===== src/cpl_pkg.sv =====
// Constants and types for the code protection logic.
// Behaviour
// - CPU table reads and writes reach any program address, subject to block protection.
// - Table reads return the device ID; table reads and writes reach the config words.
// - Read guard bits never change CPU accesses; they only block the external programmer.
// - A cleared read guard bit refuses programmer reads and writes of that block.
// - A block whose write lock bit is 0 ignores every table write aimed at it.
// - A table read from code inside a table-read-locked block, in the same boot or user region as the target, still returns stored data.
// - A table read from code outside a table-read-locked block is refused and returns zero.
// - Read guard bits accept only 1-to-0 writes; writing a 1 over a 0 does nothing.
// - Guard bits return to 1 only at reset or by chip or block erase, started from the programmer port.
// - An active EEPROM external guard blocks programmer reads and writes of all EEPROM.
// - An active EEPROM write lock blocks CPU and programmer writes to all data EEPROM.
// - The CPU may always read data EEPROM, whatever the EEPROM protection bits hold.
// - After the reset strap is caught, only the programmer changes the config write lock, which guards the config words from CPU writes.
// - Block read guards sit in bits 0 to 3 of a config word; 1 is unprotected, erased is 1.
package cpl_pkg;
    localparam int ADDR_W = 22;
    localparam int NUM_BLOCKS = 4;
    localparam int BLOCK_SHIFT = 13;
    localparam logic [ADDR_W-1:0] BOOT_END = 22'h0007FF;
    localparam logic [ADDR_W-1:0] USER_END = 22'h007FFF;
    localparam logic [ADDR_W-1:0] ID_BASE = 22'h200000;
    localparam logic [ADDR_W-1:0] CFG_BASE = 22'h300000;
    localparam logic [ADDR_W-1:0] DEVID_LO = 22'h3FFFFE;
    localparam logic [3:0] CFG_IDX_DBG = 4'h6;
    localparam logic [3:0] CFG_IDX_PROT = 4'h8;
    localparam logic [7:0] DBG_CFG_RESET = 8'h85;
    localparam logic [7:0] DBG_CFG_MASK = 8'hC5;
    localparam logic [7:0] PROT_CFG_RESET = 8'h0F;
    localparam logic [7:0] PROT_CFG_MASK = 8'h0F;
    localparam int GUARD_LSB = 0;
    localparam logic [15:0] DEVICE_ID = 16'h5A01; // Arbitrary value.
    typedef enum logic [1:0] {
        CPL_REGION_USER = 2'b00,
        CPL_REGION_BOOT = 2'b01,
        CPL_REGION_CFG = 2'b10,
        CPL_REGION_OTHER = 2'b11
    } cpl_region_t;
    typedef enum logic [1:0] {
        CPL_ERASE_NONE = 2'b00,
        CPL_ERASE_BLOCK = 2'b01,
        CPL_ERASE_CHIP = 2'b10
    } cpl_erase_t;
endpackage


===== src/cpl_code_protect.sv =====
// Code protection decision logic for program memory, data EEPROM and configuration words.
`timescale 1ns/100ps
module cpl_code_protect (
    // Clock and reset
    input wire logic core_clk,
    input wire logic reset_n,
    // Non-volatile protection settings
    input wire logic [cpl_pkg::NUM_BLOCKS-1:0] blockWriteLock,
    input wire logic [cpl_pkg::NUM_BLOCKS-1:0] blockTableReadLock,
    input wire logic eepromExternalGuard,
    input wire logic eepromWriteLock,
    input wire logic configWriteLockIn,
    // CPU table access
    input wire logic tableReq,
    input wire logic tableWriteOp,
    input wire logic [cpl_pkg::ADDR_W-1:0] tablePointer,
    input wire logic [cpl_pkg::ADDR_W-1:0] progCounter,
    input wire logic [7:0] tableWrData,
    input wire logic [7:0] memRdData,
    output logic tableGrant,
    output logic [7:0] tableRdData,
    // CPU data EEPROM access
    input wire logic eeReq,
    input wire logic eeWrite,
    output logic eeGrant,
    // External programmer access
    input wire logic progReq,
    input wire logic progWrite,
    input wire logic progEeprom,
    input wire logic [cpl_pkg::ADDR_W-1:0] progAddr,
    input wire logic [7:0] progWrData,
    input wire logic [1:0] progErase,
    input wire logic [cpl_pkg::NUM_BLOCKS-1:0] progEraseSel,
    output logic progGrant,
    // Configuration state
    output logic [7:0] progBlockProtectCfg,
    output logic [7:0] debugIsaCfg,
    output logic configWriteLock
);
    import cpl_pkg::*;

    // ------------------------------------------------------------
    // Address decode
    // ------------------------------------------------------------
    function automatic cpl_region_t regionOf(input logic [ADDR_W-1:0] a);
        if (a <= BOOT_END) begin
            regionOf = CPL_REGION_BOOT;
        end else if (a <= USER_END) begin
            regionOf = CPL_REGION_USER;
        end else if (a >= CFG_BASE) begin
            regionOf = CPL_REGION_CFG;
        end else begin
            regionOf = CPL_REGION_OTHER;
        end
    endfunction

    // Boot area counts as block 0 here; it has no separate lock bits in this block.
    function automatic logic [1:0] blockOf(input logic [ADDR_W-1:0] a);
        blockOf = a[BLOCK_SHIFT+1:BLOCK_SHIFT];
    endfunction

    cpl_region_t tgtRegion;
    cpl_region_t pcRegion;
    logic [1:0] tgtBlock;
    logic [1:0] pcBlock;
    logic tgtIsUser;
    logic sameBlock;
    logic cfgTarget;
    logic idWordTarget;
    logic progTgtUser;
    logic [1:0] progBlock;

    always_comb begin
        tgtRegion = regionOf(tablePointer);
        pcRegion = regionOf(progCounter);
        tgtBlock = blockOf(tablePointer);
        pcBlock = blockOf(progCounter);
        tgtIsUser = (tgtRegion == CPL_REGION_USER) || (tgtRegion == CPL_REGION_BOOT);
        sameBlock = (pcRegion == tgtRegion) && (pcBlock == tgtBlock);
        cfgTarget = (tgtRegion == CPL_REGION_CFG) && (tablePointer < DEVID_LO);
        idWordTarget = (tablePointer >= DEVID_LO);
        progTgtUser = (regionOf(progAddr) == CPL_REGION_USER)
            || (regionOf(progAddr) == CPL_REGION_BOOT);
        progBlock = blockOf(progAddr);
    end

    // ------------------------------------------------------------
    // Configuration words
    // ------------------------------------------------------------
    logic [7:0] protCfg_ff;
    logic [7:0] nxt_protCfg;
    logic [7:0] dbgCfg_ff;
    logic [7:0] nxt_dbgCfg;
    logic cfgLock_ff;
    logic nxt_cfgLock;
    logic cfgLockSeen_ff;
    logic nxt_cfgLockSeen;
    logic cpuCfgWrite;
    logic progCfgWrite;
    logic [3:0] cpuCfgIdx;
    logic [3:0] progCfgIdx;
    logic [NUM_BLOCKS-1:0] eraseMask;

    always_comb begin
        cpuCfgIdx = tablePointer[3:0];
        progCfgIdx = progAddr[3:0];
        // CPU writes are refused while the configuration lock is set.
        cpuCfgWrite = tableReq && tableWriteOp && cfgTarget && !cfgLock_ff;
        progCfgWrite = progReq && progWrite && !progEeprom && (progAddr >= CFG_BASE)
            && (progAddr < DEVID_LO);
        nxt_protCfg = protCfg_ff;
        nxt_dbgCfg = dbgCfg_ff;
        nxt_cfgLock = cfgLock_ff;
        nxt_cfgLockSeen = 1'b1;
        // The lock is a strap caught once after reset release; later only the programmer moves it.
        if (!cfgLockSeen_ff) begin
            nxt_cfgLock = configWriteLockIn;
        end
        if (progCfgWrite && (progCfgIdx == CFG_IDX_PROT)) begin
            // Only the programmer may touch the lock; it uses bit 7 of the protect word.
            nxt_cfgLock = progWrData[7];
        end
        if (cpuCfgWrite && (cpuCfgIdx == CFG_IDX_PROT)) begin
            nxt_protCfg = protCfg_ff & (tableWrData | ~PROT_CFG_MASK);
        end else if (progCfgWrite && (progCfgIdx == CFG_IDX_PROT)) begin
            nxt_protCfg = protCfg_ff & (progWrData | ~PROT_CFG_MASK);
        end
        if (cpuCfgWrite && (cpuCfgIdx == CFG_IDX_DBG)) begin
            // Single-supply enable keeps its value: the CPU cannot change it.
            nxt_dbgCfg = (tableWrData & DBG_CFG_MASK & 8'hFB) | (dbgCfg_ff & 8'h04);
        end else if (progCfgWrite && (progCfgIdx == CFG_IDX_DBG)) begin
            nxt_dbgCfg = progWrData & DBG_CFG_MASK;
        end
        eraseMask = '0;
        case (cpl_erase_t'(progErase))
            CPL_ERASE_BLOCK: begin
                eraseMask = progEraseSel;
            end
            CPL_ERASE_CHIP: begin
                eraseMask = '1;
            end
            default: begin
                eraseMask = '0;
            end
        endcase
        // Erase only arrives on the programmer port, so the CPU can never re-open a guard.
        if (progReq) begin
            nxt_protCfg[GUARD_LSB +: NUM_BLOCKS] = nxt_protCfg[GUARD_LSB +: NUM_BLOCKS]
                | eraseMask;
        end
    end

    always_ff @(posedge core_clk or negedge reset_n) begin
        if (!reset_n) begin
            protCfg_ff <= PROT_CFG_RESET;
            dbgCfg_ff <= DBG_CFG_RESET;
            cfgLock_ff <= 1'b1;
            cfgLockSeen_ff <= 1'b0;
        end else begin
            protCfg_ff <= nxt_protCfg;
            dbgCfg_ff <= nxt_dbgCfg;
            cfgLock_ff <= nxt_cfgLock;
            cfgLockSeen_ff <= nxt_cfgLockSeen;
        end
    end

    // ------------------------------------------------------------
    // CPU table access decision
    // ------------------------------------------------------------
    logic [NUM_BLOCKS-1:0] blockReadGuard;
    logic tblAllow;
    logic readBlocked;
    logic [7:0] nxt_tableRdData;
    logic [7:0] tableRdData_ff;

    assign blockReadGuard = protCfg_ff[GUARD_LSB +: NUM_BLOCKS];

    always_comb begin
        readBlocked = tgtIsUser && !blockTableReadLock[tgtBlock] && !sameBlock;
        if (tableWriteOp) begin
            // Read guard bits are not consulted here.
            tblAllow = tgtIsUser ? blockWriteLock[tgtBlock] :
                (cfgTarget ? !cfgLock_ff : (tgtRegion == CPL_REGION_OTHER));
        end else begin
            tblAllow = !readBlocked;
        end
        nxt_tableRdData = tableRdData_ff;
        if (tableReq && !tableWriteOp) begin
            if (readBlocked) begin
                nxt_tableRdData = 8'h00;
            end else if (idWordTarget) begin
                nxt_tableRdData = tablePointer[0] ? DEVICE_ID[15:8] : DEVICE_ID[7:0];
            end else if (cfgTarget && (cpuCfgIdx == CFG_IDX_PROT)) begin
                nxt_tableRdData = protCfg_ff;
            end else if (cfgTarget && (cpuCfgIdx == CFG_IDX_DBG)) begin
                nxt_tableRdData = dbgCfg_ff;
            end else begin
                nxt_tableRdData = memRdData;
            end
        end
    end

    always_ff @(posedge core_clk or negedge reset_n) begin
        if (!reset_n) begin
            tableRdData_ff <= 8'h00;
        end else begin
            tableRdData_ff <= nxt_tableRdData;
        end
    end

    assign tableGrant = tableReq && tblAllow;
    assign tableRdData = tableRdData_ff;

    // ------------------------------------------------------------
    // Data EEPROM and programmer decisions
    // ------------------------------------------------------------
    assign eeGrant = eeReq && (!eeWrite || !eepromWriteLock);

    always_comb begin
        if (progEeprom) begin
            progGrant = progReq && !eepromExternalGuard
                && (!progWrite || !eepromWriteLock);
        end else if (progTgtUser) begin
            progGrant = progReq && blockReadGuard[progBlock];
        end else begin
            // ID and configuration space stay reachable even on a guarded part.
            progGrant = progReq;
        end
    end

    assign progBlockProtectCfg = protCfg_ff;
    assign debugIsaCfg = dbgCfg_ff;
    assign configWriteLock = cfgLock_ff;

    // ------------------------------------------------------------
    // Checks
    // ------------------------------------------------------------
    guard_only_clear_a: assert property (@(posedge core_clk) disable iff (!reset_n)
        (progErase == 2'b00 || !progReq) |=> ((protCfg_ff & ~$past(protCfg_ff)) == 8'h00))
        else $error("guard bit rose without an erase");
    locked_write_a: assert property (@(posedge core_clk) disable iff (!reset_n)
        (tableReq && tableWriteOp && tgtIsUser && !blockWriteLock[tgtBlock]) |-> !tableGrant)
        else $error("table write granted to a locked block");
    foreign_read_zero_a: assert property (@(posedge core_clk) disable iff (!reset_n)
        (tableReq && !tableWriteOp && readBlocked) |=> (tableRdData == 8'h00))
        else $error("refused table read returned data");
    own_read_data_a: assert property (@(posedge core_clk) disable iff (!reset_n)
        (tableReq && !tableWriteOp && tgtIsUser && sameBlock)
        |=> (tableRdData == $past(memRdData)))
        else $error("read from inside a locked block lost data");
    guard_blocks_prog_a: assert property (@(posedge core_clk) disable iff (!reset_n)
        (progReq && !progEeprom && progTgtUser && !blockReadGuard[progBlock]) |-> !progGrant)
        else $error("programmer reached a guarded block");
    ee_ext_guard_a: assert property (@(posedge core_clk) disable iff (!reset_n)
        (progEeprom && eepromExternalGuard) |-> !progGrant)
        else $error("programmer reached guarded eeprom");
    ee_write_lock_a: assert property (@(posedge core_clk) disable iff (!reset_n)
        (eepromWriteLock && eeWrite) |-> !eeGrant)
        else $error("eeprom write passed the lock");
    ee_cpu_read_a: assert property (@(posedge core_clk) disable iff (!reset_n)
        (eeReq && !eeWrite) |-> eeGrant)
        else $error("cpu eeprom read refused");
    cfg_lock_hold_a: assert property (@(posedge core_clk) disable iff (!reset_n)
        (cfgLockSeen_ff && !progCfgWrite) |=> $stable(cfgLock_ff))
        else $error("config lock moved without programmer");
    write_open_grant_a: assert property (@(posedge core_clk) disable iff (!reset_n)
        (tableReq && tableWriteOp && tgtIsUser && blockWriteLock[tgtBlock]) |-> tableGrant)
        else $error("open block refused a table write");
    id_word_read_a: assert property (@(posedge core_clk) disable iff (!reset_n)
        (tableReq && !tableWriteOp && idWordTarget && tablePointer[0])
        |=> (tableRdData == DEVICE_ID[15:8]))
        else $error("device id high byte wrong");
    cfg_write_open_a: assert property (@(posedge core_clk) disable iff (!reset_n)
        (tableReq && tableWriteOp && cfgTarget && !cfgLock_ff) |-> tableGrant)
        else $error("open config word refused a table write");
    guard_cpu_free_a: assert property (@(posedge core_clk) disable iff (!reset_n)
        (tableReq && !tableWriteOp && tgtIsUser && blockTableReadLock[tgtBlock]) |-> tableGrant)
        else $error("read guard blocked a cpu table read");
    prog_open_block_a: assert property (@(posedge core_clk) disable iff (!reset_n)
        (progReq && !progEeprom && progTgtUser && blockReadGuard[progBlock]) |-> progGrant)
        else $error("programmer refused an open block");
    // Block erase is left to the bench; this pins the chip-wide case, which must open every guard.
    erase_reopens_a: assert property (@(posedge core_clk) disable iff (!reset_n)
        (progReq && (progErase == CPL_ERASE_CHIP)) |=> (&blockReadGuard))
        else $error("chip erase left a guard set");
    ee_prog_open_a: assert property (@(posedge core_clk) disable iff (!reset_n)
        (progReq && progEeprom && !progWrite && !eepromExternalGuard) |-> progGrant)
        else $error("programmer refused open eeprom read");
    ee_prog_wr_lock_a: assert property (@(posedge core_clk) disable iff (!reset_n)
        (progEeprom && progWrite && eepromWriteLock) |-> !progGrant)
        else $error("programmer eeprom write passed the lock");
    // Programmer traffic is left out, since an erase may move the guards in the same cycle.
    cfg_locked_kept_a: assert property (@(posedge core_clk) disable iff (!reset_n)
        (tableReq && tableWriteOp && cfgTarget && cfgLock_ff && !progReq)
        |=> ($stable(protCfg_ff) && $stable(dbgCfg_ff)))
        else $error("cpu changed a locked config word");
    // Catching the strap once keeps the lock valid without a load sequence after reset.
    lock_strap_a: assert property (@(posedge core_clk) disable iff (!reset_n)
        (!cfgLockSeen_ff && !progCfgWrite) |=> (cfgLock_ff == $past(configWriteLockIn)))
        else $error("config lock strap not captured");
    foreign_block_a: assert property (@(posedge core_clk) disable iff (!reset_n)
        (tableReq && !tableWriteOp && tgtIsUser && !blockTableReadLock[tgtBlock]
        && (progCounter[BLOCK_SHIFT+1:BLOCK_SHIFT] != tablePointer[BLOCK_SHIFT+1:BLOCK_SHIFT]))
        |-> !tableGrant)
        else $error("table read crossed a locked block");
endmodule


===== config.mk =====
export PLATFORM = sky130hd
export DESIGN_NAME = cpl_code_protect
export DESIGN_NICKNAME = d
export VERILOG_FILES = /design/src/cpl_pkg.sv /design/src/cpl_code_protect.sv
export SDC_FILE = /design/constraint.sdc
export NUM_CORES = 1
export LEC_CHECK = 0
export BUFFER_PORTS_ARGS = -buffer_cell sky130_fd_sc_hd__buf_2
export CAP_MARGIN = 20
export CORE_MARGIN = 2
export CORE_UTILIZATION = 32
export CTS_CLUSTER_SIZE = 14
export DETAILED_ROUTE_END_ITERATION = 16
export PLACE_DENSITY = 0.77
export REMOVE_ABC_BUFFERS = 1
export SLEW_MARGIN = 20
export SYNTH_ARGS = -nofsm -noshare
export SYNTH_HDL_FRONTEND = slang
export SYNTH_SLANG_ARGS = --single-unit

===== constraint.sdc =====
create_clock -name core_clk -period 1.8 [get_ports core_clk]
set_input_delay 0.27 -clock core_clk [delete_from_list [all_inputs] [get_ports core_clk]]
set_output_delay 0.27 -clock core_clk [all_outputs]
set_load 0.01 [all_outputs]

==> results.cfg <==
[outcome]
outcome = finished, violations left
failed_checks = setup timing

[synth]
seq_area_frac_synth = 0.325
synthTopCellsByArea = dfrtp_1, dfstp_2, nand2_1, mux4_2, buf_4
synth_area_um2 = 1420
syn_avg_cell_area_um2 = 8.84
synth_common_cells = nand2_1, a21oi_1, dfrtp_1, o21ai_0
synth_seq_cells = 18
synth_edf_count = 0
ys.flop_type = dfrtp_1
syn_inst = 160
yosys_warnings = 0
yosysMostFrequentCell = nand2_1
yosysTopAreaCellShare = 0.177
async_flop_share = 1.00
synth_cell_types = 51
synth_top_area_cell = dfrtp_1

[clock_tree]
clkTransAtPathRegs_ns = 0.06
cts_tree = yes
htreeDepth = 1
clkSinkCount = 18
clockBufferDepth = 2
root_buffer = clkbuf_8
cts_buffers = 3
clock_latency_ns = 0.26

[route]
routedWlPerCell_um = 13.7
firstDrtPassIters = 4
drc = 0
num_vias = 1772
first_iter_violations = 41
vias_per_cell = 5.11
antenna_left = 0
routed_wl_um = 4760

[setup_path]
cp.arrival_ns = 1.80
worstPathMaxFanout = 2
cp_slowest_cell = or4_1
reg2reg_depth = 4
timing.reg2reg.setup_slack_ns = 0.37
cp_top_family = compound AO/OA/AOI/OAI gates
required_ns = 1.53
crit_path_end_kind = output pin
startpoint_type = input pin
path_class = in -> out
path_cells = buf_6, or4_1, a32oi_1, xor2_1, o32a_2, o31ai_1, buf_2
r2r_end = progBlockProtectCfg[3]$_DFF_PN1_
slowest_delay_ns = 0.51
r2r_start = configWriteLock$_DFFE_PN1P_
path_buf_inv = 2

[final_layout]
layout-drive-gt1-share = 0.563
multi_input_area_um2 = 967
post-route-util = 0.544
diodes = 0
nFillCells = 416
layout.nets = 414
layoutNonFillerInstCount = 347
area_delta_synth_final_pct = 65.0
seq_area_um2 = 460
final_area_um2 = 2330

[sta]
post-route-period-util = 1.15
fin_worst_skew_ns = 0.00980
setup_viol = 9
hold_viol = 0
finalMaxSlewViolations = 0
timing.final.ws_setup_ns = -0.271
fmax_mhz = 483
rsz0062_at_grt = true
period_minus_slack_ns = 2.07

[floorplan]
core-area_um2 = 4290
ios = 144
die_w_um = 70.5
rows = 24
initial_core_util = 0.330
die_height_um = 70.5
dieArea_um2 = 4970

[power_and_ir_drop]
ir_worst_vdd_uv = 253
powerDensity_nw_per_um2 = 508
finalPower_mw = 1.19
leakage_nw = 1.15

[global_routing]
grt_antenna_before_repair = 0
grt_pass1_wl_um = 7740
first_global_vias = 1717
grt_max_degree = 19
grt_use_total = 0.189
grt-ovfl-total = 0

[flow_run]
max_cap_viol_count = 0

[hold_path]
whs_path_depth = 3
min_to = debugIsaCfg[7]$_DFFE_PN1P_
hold_path_class = in -> reg
min-delay-start = tableWrData[7]

[placed_design]
place_ws_ns = -0.379
place.gp.congestion = 0.764
dp_hpwl_um = 3970
io_buffers = 111
place_area_um2 = 2130
dp.cells = 337
[registers in the layout, indices dropped and copies added (netlist names)]
register,count
tableRdData,8
debugIsaCfg,4
progBlockProtectCfg,4
cfgLockSeen_ff,1
configWriteLock,1
[worst max-delay path by stage]
stage	to	from	cells past startpoint	slack [ns]
finish	tableGrant	tablePointer[14]	7	-0.27
global route	tableGrant	tablePointer[14]	7	-0.33
CTS	tableGrant	tablePointer[14]	7	-0.26
detailed placement	tableRdData[0]$_DFFE_PN0P_	tablePointer[12]	7	-0.38
global placement	tableGrant	tablePointer[12]	7	-0.34
floorplan	tableRdData[7]$_DFFE_PN0P_	tablePointer[12]	5	-0.15
[worst min-delay path, stage by stage]
cell and delay [ns]:
buf_2 0.08, nand2_1 0.03, o21ai_0 0.06
[routing by layer]
metal | track usage | vias up | routed length [um]
met5 | 0 | - | 0
met4 | 0.0342 | 0 | 59
met3 | 0.0447 | 9 | 333
met2 | 0.333 | 63 | 2490
met1 | 0.238 | 830 | 1880
li1 | - | 870 | -
[layout by cell type (no fill, tap or decap), drive strengths merged, types with 2 or more instances in the layout]
cell	n
or3	2
mux2i	5
a21oi	10
nor4	6
inv	6
a221oi	2
nor2	8
o221a	2
o221ai	5
dfrtp	10
nand2b	2
clkbuf	4
dfstp	8
xor2	2
o31ai	5
conb	9
ha	2
nor3	5
nand2	22
or4	2
o21ai	11
nand3b	2
and3b	2
nand4	6
mux4	3
nand3	2
buf	135
[cell type report]
type	count	area share
timing repair buffer	136	0.332
sequential	18	0.197
inverter	6	0.00965
multi-input combinational	131	0.414
clock buffer	4	0.0193
tap	52	0.0279
[power by group]
part	internal, mW	switching [mW]
clock network	0.157	0.139
logic	0.216	0.193
registers	0.454	0.0270
total	0.828	0.359
[metrics by stage]
stage	setup TNS [ns]	hold WS [ns]
floorplan	-0.456	-0.0256
global placement	-2.56	0.213
detailed placement	-2.91	0.226
CTS	-1.09	0.218
global route	-1.82	0.253
finish	-1.27	0.225
[kinds of logic (layout without fill, tap and decap cells)]
group | Yosys count | after routing | share of synthesized area
multiplexers | 9 | 9 | 0.0911
flip-flops | 18 | 18 | 0.325
other | 2 | 9 | 0.00531
XOR/XNOR | 3 | 3 | 0.0186
adder cells (fa/ha/maj) | 2 | 2 | 0.0177
AO/OA/AOI/OAI | 45 | 45 | 0.225
AND/OR/NAND/NOR | 63 | 63 | 0.246
buffers and inverters | 18 | 146 | 0.0707
[what timing repair did]
item,CTS,global route
hold buffers,1,0
endpoints found under the setup margin,6,10
gates resized for setup,13,9
hold endpoints to repair,10,0
pin swaps,9,4
buffers inserted,2,4
Note: power is estimated with default switching activity, not from simulation.
